[config.mk]
export PLATFORM = sky130hd
export DESIGN_NAME = lrt_row_timing
export DESIGN_NICKNAME = d
export VERILOG_FILES = /design/src/rtl/lrt_pkg.sv /design/src/rtl/lrt_cmd_decode.sv /design/src/rtl/lrt_row_timing.sv
export SDC_FILE = /design/constraint.sdc
export NUM_CORES = 1
export LEC_CHECK = 0
export BUFFER_PORTS_ARGS = -buffer_cell sky130_fd_sc_hd__clkbuf_2
export CAP_MARGIN = 20
export CORE_MARGIN = 4
export CORE_UTILIZATION = 45
export CTS_BUF_LIST = sky130_fd_sc_hd__clkbuf_8
export CTS_CLUSTER_SIZE = 20
export DETAILED_ROUTE_END_ITERATION = 10
export PLACE_DENSITY_LB_ADDON = 0.08
export RECOVER_POWER = 50
export SLEW_MARGIN = 15
export SYNTH_ARGS = -nofsm -noshare
export SYNTH_HDL_FRONTEND = slang
export SYNTH_SLANG_ARGS = --single-unit
[constraint.sdc]
create_clock -name clk -period 5.2 [get_ports clk]
set_clock_uncertainty 0.05 [all_clocks]
set_input_delay 0.78 -clock clk [delete_from_list [all_inputs] [get_ports clk]]
set_output_delay 0.78 -clock clk [all_outputs]
set_load 0.02 [all_outputs]
[src/rtl/lrt_pkg.sv]
// Purpose: Shared constants and types for the LCD row timing block.
// Assumes: A 50 MHz system clock; the oscillator input arrives as a plain synchronous level.
// Notes: Command codes and timing divisors live here so the design and its bench agree.
package lrt_pkg;

  localparam int unsigned ROWS = 65;
  localparam int unsigned CLK_HZ = 50000000;
  localparam int unsigned FRAME_HZ = 35;

  // Row counts per duty select code.
  localparam logic [6:0] DUTY_ROWS_17 = 7'h11;
  localparam logic [6:0] DUTY_ROWS_33 = 7'h21;
  localparam logic [6:0] DUTY_ROWS_49 = 7'h31;
  localparam logic [6:0] DUTY_ROWS_65 = 7'h41;

  // Oscillator frequencies, and half periods in system clocks, for the internal oscillator ranges.
  localparam int unsigned OSC_430K_HZ = 430000;
  localparam int unsigned OSC_215K_HZ = 215000;
  localparam int unsigned OSC_54K_HZ = 54000;
  localparam int unsigned OSC_27K_HZ = 27000;
  localparam logic [11:0] OSC_DIV_430K = 12'((CLK_HZ / OSC_430K_HZ) / 2);
  localparam logic [11:0] OSC_DIV_215K = 12'((CLK_HZ / OSC_215K_HZ) / 2);
  localparam logic [11:0] OSC_DIV_54K = 12'((CLK_HZ / OSC_54K_HZ) / 2);
  localparam logic [11:0] OSC_DIV_27K = 12'((CLK_HZ / OSC_27K_HZ) / 2);

  // Oscillator ticks per row line: 12 at 27 kHz and 1/65 duty, doubled for each faster range.
  localparam logic [9:0] LINE_DIV_BASE = 10'h00c;

  // Command field layout.
  localparam int unsigned CMD_W = 6;
  localparam logic [5:0] CMD_DISP_OFF = 6'h02;
  localparam logic [5:0] CMD_DISP_ON = 6'h03;
  localparam logic [5:0] CMD_BIAS_BASE = 6'h04;
  localparam logic [5:0] CMD_OPAMP_ON = 6'h10;
  localparam logic [5:0] CMD_OPAMP_OFF = 6'h11;
  localparam logic [5:0] CMD_OPLVL_BASE = 6'h14;

  // Settings after reset.
  localparam logic [4:0] RST_CONTRAST = 5'h00;
  localparam logic [1:0] RST_BIAS = 2'h0;
  localparam logic [1:0] RST_OPLVL = 2'h0;
  localparam logic RST_DISP_ON = 1'b0;
  localparam logic RST_OPAMP_ON = 1'b1;

  typedef struct packed {
    logic [4:0] contrast;
    logic [1:0] bias;
    logic [1:0] opamp_level_cmd;
    logic opamp_on;
    logic disp_on;
  } lrt_settings_s;

  // Drive level index per row: 0 selected/phase0, 1 selected/phase1, 2 idle/phase0, 3 idle/phase1.
  typedef logic [1:0] lrt_level_t;

endpackage

[src/rtl/lrt_cmd_decode.sv]
// Purpose: Captures host commands on the write and latch strobes and updates the settings.
// Assumes: Strobes and bus are synchronous to clk.
// Notes: A command is taken in the cycle in which either strobe rises after both were low.
`timescale 1ns/1ns
module lrt_cmd_decode (
  input wire logic clk,
  input wire logic reset,
  input wire logic [5:0] command_bus,
  input wire logic write_strobe_n,
  input wire logic latch_strobe_n,
  output lrt_pkg::lrt_settings_s settings
);

  logic strobe_ff;
  logic nxt_strobe;
  lrt_pkg::lrt_settings_s set_ff;
  lrt_pkg::lrt_settings_s nxt_set;
  logic take;

  assign nxt_strobe = ~write_strobe_n & ~latch_strobe_n;
  assign take = strobe_ff & ~nxt_strobe;

  always_comb begin
    nxt_set = set_ff;
    if (take) begin
      if (command_bus[5]) begin
        nxt_set.contrast = command_bus[4:0];
      end else if (command_bus[5:3] == 3'b011) begin
        nxt_set = set_ff;
      end else if (command_bus[5:2] == lrt_pkg::CMD_OPLVL_BASE[5:2]) begin
        nxt_set.opamp_level_cmd = command_bus[1:0];
      end else if (command_bus[5:2] == lrt_pkg::CMD_OPAMP_ON[5:2]) begin
        nxt_set.opamp_on = ~command_bus[0];
      end else if (command_bus[5:2] == lrt_pkg::CMD_BIAS_BASE[5:2]) begin
        nxt_set.bias = command_bus[1:0];
      end else if (command_bus[5:1] == lrt_pkg::CMD_DISP_OFF[5:1]) begin
        nxt_set.disp_on = command_bus[0];
      end
    end
  end

  always_ff @(posedge clk) begin
    if (reset) begin
      strobe_ff <= 1'b0;
      set_ff <= '{contrast: lrt_pkg::RST_CONTRAST, bias: lrt_pkg::RST_BIAS,
                  opamp_level_cmd: lrt_pkg::RST_OPLVL, opamp_on: lrt_pkg::RST_OPAMP_ON,
                  disp_on: lrt_pkg::RST_DISP_ON};
    end else begin
      strobe_ff <= nxt_strobe;
      set_ff <= nxt_set;
    end
  end

  assign settings = set_ff;

  chk_test_code_ignored: assert property (@(posedge clk) disable iff (reset)
    (take && command_bus[5:3] == 3'b011) |=> $stable(set_ff)) else $error("Test code changed settings.");
  chk_contrast_load: assert property (@(posedge clk) disable iff (reset)
    (take && command_bus[5]) |=> set_ff.contrast == $past(command_bus[4:0])) else $error("Contrast not loaded.");
  chk_display_cmd: assert property (@(posedge clk) disable iff (reset)
    (take && command_bus[5:1] == 5'h01) |=> set_ff.disp_on == $past(command_bus[0]))
    else $error("Display command not applied.");
  chk_bias_cmd: assert property (@(posedge clk) disable iff (reset)
    (take && command_bus[5:2] == 4'h1) |=> set_ff.bias == $past(command_bus[1:0])) else $error("Bias not applied.");

endmodule

[src/rtl/lrt_row_timing.sv]
// What this block does
// - Two duty select pins pick 17, 33, 49 or 65 active rows per frame.
// - Two frequency select pins pick the 430, 215, 54 or 27 kHz oscillator range.
// - The oscillator is divided into the column shift clock, the preframe marker and a half-rate operating clock.
// - When external clock mode is chosen the oscillator input pin drives all timing.
// - While standby is low every internal clock stops and both converter outputs sit at the logic supply level.
// - A 65-stage row shift register, stepped by the line timing, feeds the 65 row outputs.
// - Each row picks one of four drive levels from its shift bit and the frame phase.
// - A command with the top bit set loads its low five bits as contrast.
// - A bias command picks one of four bias ratios in its two low bits.
// - Reset turns the display off and puts the op-amp level at its minimum.
// - Codes 02h and 03h turn the display off and on; off forces every row to the supply level.
// - Codes 04h to 07h pick bias 1/5, 1/7, 1/8 and 1/9.
// - Codes 10h and 11h switch the op-amp on and off and 14h to 17h set its supply level.
//
// Purpose: Timing generator, row scanner and drive level select of an LCD row driver.
// Assumes: osc_in is synchronous to clk; the analog ladder reads the settings outputs.
// Notes: Row levels are encoded indices; level 3 on every row also stands for the supply level.
`timescale 1ns/1ns
module lrt_row_timing (
  input wire logic clk,
  input wire logic reset,
  input wire logic [1:0] duty_select,
  input wire logic [1:0] freq_select,
  input wire logic ext_clock_mode,
  input wire logic osc_in,
  input wire logic standby_n,
  input wire logic [5:0] command_bus,
  input wire logic write_strobe_n,
  input wire logic latch_strobe_n,
  output logic column_shift_clock,
  output logic preframe_marker,
  output logic column_op_clock,
  output logic [129:0] row_outputs,
  output logic converter_out_a,
  output logic converter_out_b,
  output logic [4:0] contrast,
  output logic [1:0] bias_select,
  output logic [1:0] opamp_level_cmd,
  output logic opamp_on
);

  typedef enum logic [1:0] {
    LRT_RUN = 2'b01,
    LRT_STOP = 2'b10
  } lrt_mode_e;

  lrt_pkg::lrt_settings_s settings;
  lrt_mode_e mode_ff, nxt_mode;
  logic [11:0] div_ff, nxt_div;
  logic osc_ff, nxt_osc;
  logic osc_prev_ff;
  logic osc_tick;
  logic phi_ff, nxt_phi;
  logic [9:0] line_ff, nxt_line;
  logic [6:0] row_ff, nxt_row;
  logic frame_ff, nxt_frame;
  logic [lrt_pkg::ROWS-1:0] shift_ff, nxt_shift;
  logic line_pulse_ff, nxt_line_pulse;
  logic marker_ff, nxt_marker;
  logic [129:0] rows_ff, nxt_rows;
  logic [6:0] duty_rows;
  logic [11:0] half_period;
  logic line_end;

  function automatic logic [6:0] duty_to_rows(input logic [1:0] sel);
    unique case (sel)
      2'b00: duty_to_rows = lrt_pkg::DUTY_ROWS_17;
      2'b01: duty_to_rows = lrt_pkg::DUTY_ROWS_33;
      2'b10: duty_to_rows = lrt_pkg::DUTY_ROWS_49;
      2'b11: duty_to_rows = lrt_pkg::DUTY_ROWS_65;
    endcase
  endfunction

  function automatic logic [11:0] freq_to_div(input logic [1:0] sel);
    unique case (sel)
      2'b11: freq_to_div = lrt_pkg::OSC_DIV_430K;
      2'b10: freq_to_div = lrt_pkg::OSC_DIV_215K;
      2'b01: freq_to_div = lrt_pkg::OSC_DIV_54K;
      2'b00: freq_to_div = lrt_pkg::OSC_DIV_27K;
    endcase
  endfunction

  lrt_cmd_decode u_cmd (
    .clk(clk),
    .reset(reset),
    .command_bus(command_bus),
    .write_strobe_n(write_strobe_n),
    .latch_strobe_n(latch_strobe_n),
    .settings(settings)
  );

  assign duty_rows = duty_to_rows(duty_select);
  assign half_period = freq_to_div(freq_select);
  // Each faster range doubles the ticks per line, so at 1/65 duty the frame runs near 35 Hz at 27 and 54 kHz and near 69 Hz at 215 and 430 kHz.
  assign line_end = osc_tick && (line_ff == (lrt_pkg::LINE_DIV_BASE << freq_select) - 10'h001);

  always_comb begin
    nxt_mode = standby_n ? LRT_RUN : LRT_STOP;
    nxt_div = div_ff;
    nxt_osc = osc_ff;
    if (mode_ff == LRT_RUN) begin
      if (ext_clock_mode) begin
        nxt_osc = osc_in;
      end else if (div_ff >= half_period - 12'h001) begin
        nxt_div = 12'h000;
        nxt_osc = ~osc_ff;
      end else begin
        nxt_div = div_ff + 12'h001;
      end
    end
  end

  // Ticks are gated by the run state so no line pulse slips out in the cycle in which standby takes hold.
  assign osc_tick = osc_ff & ~osc_prev_ff & (mode_ff == LRT_RUN);

  always_comb begin
    nxt_phi = phi_ff;
    nxt_line = line_ff;
    nxt_row = row_ff;
    nxt_frame = frame_ff;
    nxt_shift = shift_ff;
    nxt_line_pulse = 1'b0;
    nxt_marker = marker_ff;
    if (osc_tick) begin
      nxt_phi = ~phi_ff;
      nxt_line = line_ff + 10'h001;
    end
    if (line_end) begin
      nxt_line = 10'h000;
      nxt_line_pulse = 1'b1;
      if (row_ff >= duty_rows - 7'h01) begin
        nxt_row = 7'h00;
        nxt_frame = ~frame_ff;
        nxt_shift = {{(lrt_pkg::ROWS-1){1'b0}}, 1'b1};
        nxt_marker = 1'b1;
      end else begin
        nxt_row = row_ff + 7'h01;
        nxt_shift = {shift_ff[lrt_pkg::ROWS-2:0], 1'b0};
        nxt_marker = 1'b0;
      end
    end
  end

  // Level index is {not selected, frame phase}; display off forces the supply level.
  always_comb begin
    nxt_rows = rows_ff;
    for (int i = 0; i < lrt_pkg::ROWS; i++) begin
      if (!settings.disp_on || mode_ff != LRT_RUN) begin
        nxt_rows[2*i +: 2] = 2'b11;
      end else begin
        nxt_rows[2*i +: 2] = {~shift_ff[i], frame_ff};
      end
    end
  end

  always_ff @(posedge clk) begin
    if (reset) begin
      mode_ff <= LRT_STOP;
      div_ff <= 12'h000;
      osc_ff <= 1'b0;
      osc_prev_ff <= 1'b0;
      phi_ff <= 1'b0;
      line_ff <= 10'h000;
      row_ff <= 7'h00;
      frame_ff <= 1'b0;
      shift_ff <= {{(lrt_pkg::ROWS-1){1'b0}}, 1'b1};
      line_pulse_ff <= 1'b0;
      marker_ff <= 1'b0;
      rows_ff <= {130{1'b1}};
    end else begin
      mode_ff <= nxt_mode;
      div_ff <= nxt_div;
      osc_ff <= nxt_osc;
      osc_prev_ff <= osc_ff;
      phi_ff <= nxt_phi;
      line_ff <= nxt_line;
      row_ff <= nxt_row;
      frame_ff <= nxt_frame;
      shift_ff <= nxt_shift;
      line_pulse_ff <= nxt_line_pulse;
      marker_ff <= nxt_marker;
      rows_ff <= nxt_rows;
    end
  end

  // Converter outputs read high when parked at the logic supply.
  always_ff @(posedge clk) begin
    if (reset) begin
      converter_out_a <= 1'b1;
      converter_out_b <= 1'b1;
      contrast <= lrt_pkg::RST_CONTRAST;
      bias_select <= lrt_pkg::RST_BIAS;
      opamp_level_cmd <= lrt_pkg::RST_OPLVL;
      opamp_on <= lrt_pkg::RST_OPAMP_ON;
    end else begin
      converter_out_a <= ~standby_n | ~osc_ff;
      converter_out_b <= ~standby_n | osc_ff;
      contrast <= settings.contrast;
      bias_select <= settings.bias;
      opamp_level_cmd <= settings.opamp_level_cmd;
      opamp_on <= settings.opamp_on;
    end
  end

  assign column_shift_clock = line_pulse_ff;
  assign preframe_marker = marker_ff;
  assign column_op_clock = phi_ff;
  assign row_outputs = rows_ff;

  chk_standby_clocks: assert property (@(posedge clk) disable iff (reset)
    (!standby_n)[*3] |-> $stable(osc_ff) && !column_shift_clock) else $error("Clock ran in standby.");
  chk_converter_park: assert property (@(posedge clk) disable iff (reset)
    !standby_n |=> converter_out_a && converter_out_b) else $error("Converter not parked.");
  chk_phi_half_rate: assert property (@(posedge clk) disable iff (reset)
    osc_tick |=> column_op_clock != $past(column_op_clock)) else $error("Operating clock missed a tick.");
  chk_display_off_rows: assert property (@(posedge clk) disable iff (reset)
    !settings.disp_on |=> row_outputs == {130{1'b1}}) else $error("Rows driven while off.");
  chk_one_hot_scan: assert property (@(posedge clk) disable iff (reset)
    $onehot(shift_ff)) else $error("Row scan not one-hot.");
  chk_frame_wrap: assert property (@(posedge clk) disable iff (reset)
    (line_end && row_ff == duty_rows - 7'h01) |=> row_ff == 7'h00 && preframe_marker) else $error("Frame wrap wrong.");
  chk_ext_clock: assert property (@(posedge clk) disable iff (reset)
    (ext_clock_mode && standby_n && mode_ff == LRT_RUN) |=> osc_ff == $past(osc_in)) else $error("External clock lost.");
  chk_reset_defaults: assert property (@(posedge clk)
    reset |=> !settings.disp_on && settings.opamp_level_cmd == 2'h0) else $error("Reset settings wrong.");
  chk_level_select: assert property (@(posedge clk) disable iff (reset)
    (settings.disp_on && mode_ff == LRT_RUN) |=> row_outputs[1:0] == {~$past(shift_ff[0]), $past(frame_ff)})
    else $error("Row level wrong.");

endmodule

After elaboration in Yosys (flattened, before gate mapping)
Cells that the tools add are included.
W data, S select, Z words.
Word-level totals
  register bits: 256
  input bits: 17
  output and inout port bits: 145
Cells by class
  add/subtract/negate cells: 6
  magnitude comparators: 2
  equal/unequal tests: 14
  shift-type cells: 1
  muxes and demuxes: 10
  bitwise logic cells: 86
  reduce and logical (&&, ||, !) cells: 16
Operators by type and width (count)
  $not A1 Y1: 80
  $mux W65: 1
  $pmux W12 S4: 1
  $pmux W7 S4: 1
  $add A12 B1 Y12 const B: 1
  $ge A12 B12 Y1: 1
  $mux W12: 1
  $sub A12 B1 Y12 const B: 1
  $add A10 B1 Y10 const B: 1
  $eq A10 B10 Y1: 1
  $shl A4 B2 Y10 const A: 1
  $sub A10 B1 Y10 const B: 1
  $eq A2 B2 Y1 const B: 4
  $eq A4 B3 Y1 const B: 2
  $reduce_and A2 Y1: 4
  $add A7 B1 Y7 const B: 1
  $ge A7 B7 Y1: 1
  $mux W7: 1
  $reduce_and A7 Y1: 1
  $sub A7 B1 Y7 const B: 1
  $eq A2 B1 Y1 const B: 3
  $reduce_and A6 Y1: 1
  $eq A5 B1 Y1 const B: 1
  $reduce_and A5 Y1: 1
  14 further kinds: 23

Longest topological paths before layout
  depth after elaboration: 6
  gate-level depth with buffers: 10

Hierarchy
A second synthesis with hierarchy kept.
Second synthesis, totals
  cells, all modules: 819
  area, all modules: 7502.2 µm²
Modules (own cells, without submodules)
  lrt_row_timing: times used 1, cells an instance 771, area each 6996.7 µm²
  lrt_cmd_decode: times used 1, cells an instance 48, area each 505.5 µm²

Worst setup path after synthesis
Ideal clock, no wire load.
  path kind: input port to flip-flop
  start point: in freq_select[0]
  end point: reg row_ff[5]
  setup time: 0.070 ns
  arrival time: 3.024 ns
  required time: 5.080 ns
  path slack: 2.055 ns
  stages on the path: 7
  cells stage by stage: ha_1 > or3b_1 > a221o_1 > or4_4 > buf_6 > or4_1 > a21oi_1
Between the ends
  longest elaborated chain between the ends: 4
RTL lines
  start, declared: RTL line lrt_row_timing.sv:24  | input wire logic [1:0] freq_select,
  $shl A4 B2 Y10: RTL line lrt_row_timing.sv:96  | assign line_end = osc_tick && (line_ff == (lrt_pkg::LINE_DIV_BASE << freq_select) - 10'h001);
  $sub A10 B1 Y10: RTL line lrt_row_timing.sv:96
  $eq A10 B10 Y1: RTL line lrt_row_timing.sv:96
  $logic_and A1 B1 Y1: RTL line lrt_row_timing.sv:96
  end signal, assigned: RTL line lrt_row_timing.sv:178  | row_ff <= nxt_row;
  end, declared: RTL line lrt_row_timing.sv:56  | logic [6:0] row_ff, nxt_row;
Every way passes these cells.
A chain may end at the register's enable or synchronous reset.

Worst setup path in the final report
  start point: reg mode_ff[1]
  end point: reg rows_ff[13], in the netlist row_outputs[13]
Between the ends
  longest elaborated chain between the ends: 3
RTL lines
  start, declared: RTL line lrt_row_timing.sv:49  | lrt_mode_e mode_ff, nxt_mode;
  start signal, assigned: RTL line lrt_row_timing.sv:172  | mode_ff <= nxt_mode;
  $ne A2 B1 Y1: RTL line lrt_row_timing.sv:149  | if (!settings.disp_on || mode_ff != LRT_RUN) begin
  $logic_or A1 B1 Y1: RTL line lrt_row_timing.sv:149
  $reduce_or A2 Y1 (no source line)
  end signal, assigned: RTL line lrt_row_timing.sv:170  | rows_ff <= {130{1'b1}};
  end signal, assigned: RTL line lrt_row_timing.sv:183  | rows_ff <= nxt_rows;
  end, declared: RTL line lrt_row_timing.sv:61  | logic [129:0] rows_ff, nxt_rows;
Every way passes these cells.

==> impl_metrics.ini <==
[detailed_routing]
drc = 0
vias = 5657
drtAntennaViolNets = 0
drt_first_pass_iters = 6
viasPerCell = 4.99
drtIter0Drc = 405
routed_wl_um = 15300
detail_route.wl_per_cell_um = 13.5

[layout]
area_growth_pct = 10.1
nets = 945
antennaDiodeCount = 0
fillers = 1572
final_cell_area_um2 = 8310
drive_gt1_share_pct = 13.9

[clock_network]
root_buffer = clkbuf_8
clock_latency_ns = 0.46
cts_max_level = 4
cts_hold_buf = 0
clkSinkCount = 192
cts_buffers = 17
cts_resized = 0
clockBufferDepth = 2
cts_tree = done
postCtsSetupBuffers = 0
clk_pin_slew_ns = 0.10

[placed_design]
placed_area_um2 = 8030
gp_congestion = 0.795
dpl.hpwl_um = 10300
numPortBuffers = 161

[floorplanning]
dieArea_um2 = 18900
ioPinCount = 162
core.rowCount = 47
initial_core_util_pct = 45.7
die_w_um = 137
core_um2 = 16500
die_h_um = 137

[sta]
rsz0062_at_grt = no
setup_viol = 0
setup_tns_ns = 0
max_slew_margin_pct = -56.2
finalHoldViolations = 0
finalCritPeriodShare_pct = 73.2
slew_viol_final = 183
worst_pin_slew_ns = 2.34
hold_ws_ns = 0.356
fin_crit_ns = 3.80
fmaxAchievable_mhz = 263

[power_and_ir_drop]
power_density_nw_per_um2 = 302
vdd_drop_max_mv = 0.150
power.total_mw = 2.51
cellLeakagePower_nw = 3.04

[grt]
antenna_found_initial = 0
overflow = 0
grt.total_usage_pct = 16.5
grt_max_degree = 126
grt_pass1_wl_um = 25000
grt_pass1_vias = 5205

[logic_synthesis]
syn_nets = 867
synth_area_um2 = 7550
synth.distinct_cells = 45
synth-seq-cells = 192
synth_top_area_share_pct = 50.9
synthTopCellsByArea = dfxtp_1 (51%), nand2_1 (7.4%), buf_4 (6.4%)
synth_area_leader_cell = dfxtp_1
synthCells = 823
netlist_top_cells_count = dfxtp_1 (192), nand2_1 (148), o21ai_0 (73)
synthFlopType = dfxtp_1
synthArstFlopShare_pct = 0
avgSynthCellArea_um2 = 9.17
synth_edf_count = 0
yosysWarnings = 0
synth.most_common_cell = dfxtp_1
ys_seq_area_share_pct = 50.9

[critical_path]
cp.required_ns = 5.39
crit_arrival_ns = 3.99
critPathLaunchType = flip-flop
path_max_fanout = 56
critPathCaptureType = flip-flop
critPathKind = reg2reg

[outcome]
status = complete, but fails checks
failed_checks = capacitance limit, slew limit

[hold_path]
worstHoldPathType = reg2reg

[job]
drv_cap = 2
-- path summary, 6_finish.rpt --
kind	startpoint	end	slack, ns	depth (start not counted)
max	mode_ff[1]$_SDFF_PP1_	row_outputs[13]$_SDFF_PP1_	1.40	4
min	shift_ff[32]$_SDFFE_PP0P_	row_outputs[65]$_SDFF_PP1_	0.36	1
max reg2reg	mode_ff[1]$_SDFF_PP1_	row_outputs[13]$_SDFF_PP1_	1.40	4
min reg2reg	shift_ff[32]$_SDFFE_PP0P_	row_outputs[65]$_SDFF_PP1_	0.36	1
-- worst max-delay path: stages (launching register included) --
cell and delay (ns):
dfxtp_1 0.33, nand2b_1 0.25, nor3b_1 0.90, clkbuf_1 1.73, nand2_1 0.29
-- final cells by class --
cell class | count | area [µm²] | area share [%]
flip-flops and latches | 192 | 3840 | 46.3
multi-input cells | 503 | 2970 | 35.8
repair buffers | 168 | 751 | 9.03
well taps | 220 | 275 | 3.31
clock buffers | 18 | 248 | 2.98
clock inverters | 14 | 145 | 1.75
inverters | 19 | 71.3 | 0.858
-- logic make-up after synthesis --
logic type | Yosys count | share of synthesized area [%]
buf+inv | 128 | 9.75
simple gates | 335 | 23.1
compound gates | 109 | 7.83
flops | 192 | 50.9
mux | 10 | 1.33
xor+xnor | 22 | 2.55
fa+ha+maj | 27 | 4.48
-- power by group --
group / internal (mW) / switching, mW
logic: 0.0295 / 0.0554
registers: 1.47 / 0.00183
clock network: 0.407 / 0.546
-- metrics by stage --
step                      std cells  utilization [%]  setup WS [ns]
after global placement         1102             48.6           1.41
final                          1134             50.3           1.40
after CTS                      1134             51.0           1.81
after global routing           1134             50.3          0.926
after detailed placement       1102             48.6           1.32
after floorplan                 823                -           2.06
-- cells in the final DEF, fill, tap and decap left out, drive strengths merged, types with 3 or more instances in the layout --
master and instances:
clkbuf 181, ha 27, nand3 13, clkinv 4
a21oi 21, and3 5, nor3 24, mux2i 10
o21ai 73, or2 6, buf 5, o211ai 4
nand2b 5, nand4 7, inv 27, nor2 24
nand3b 64, or3 3, xnor2 7, dfxtp 192
xor2 15, nor2b 14, nand2 148, nor4 3
or4 4
-- routing by layer --
layer | share of wire (%) | global-route usage (%) | wire length, µm
met1 | 44 | 20.9 | 6790
met2 | 48 | 27.0 | 7270
met3 | 6.7 | 4.24 | 1030
met4 | 1.3 | 6.15 | 200
met5 | 0 | 0 | 0
-- registers in the layout, indices dropped and copies added, names as in the netlist --
register            flops
bias_select             2
column_op_clock         1
column_shift_clock      1
contrast                5
converter_out_a         1
converter_out_b         1
div_ff                 12
frame_ff                1
line_ff                10
mode_ff                 2
opamp_level_cmd         2
opamp_on                1
osc_ff                  1
osc_prev_ff             1
preframe_marker         1
row_ff                  7
row_outputs            66
shift_ff               65
u_cmd.settings         11
u_cmd.strobe_ff         1
(Power assumes the default switching activity.)
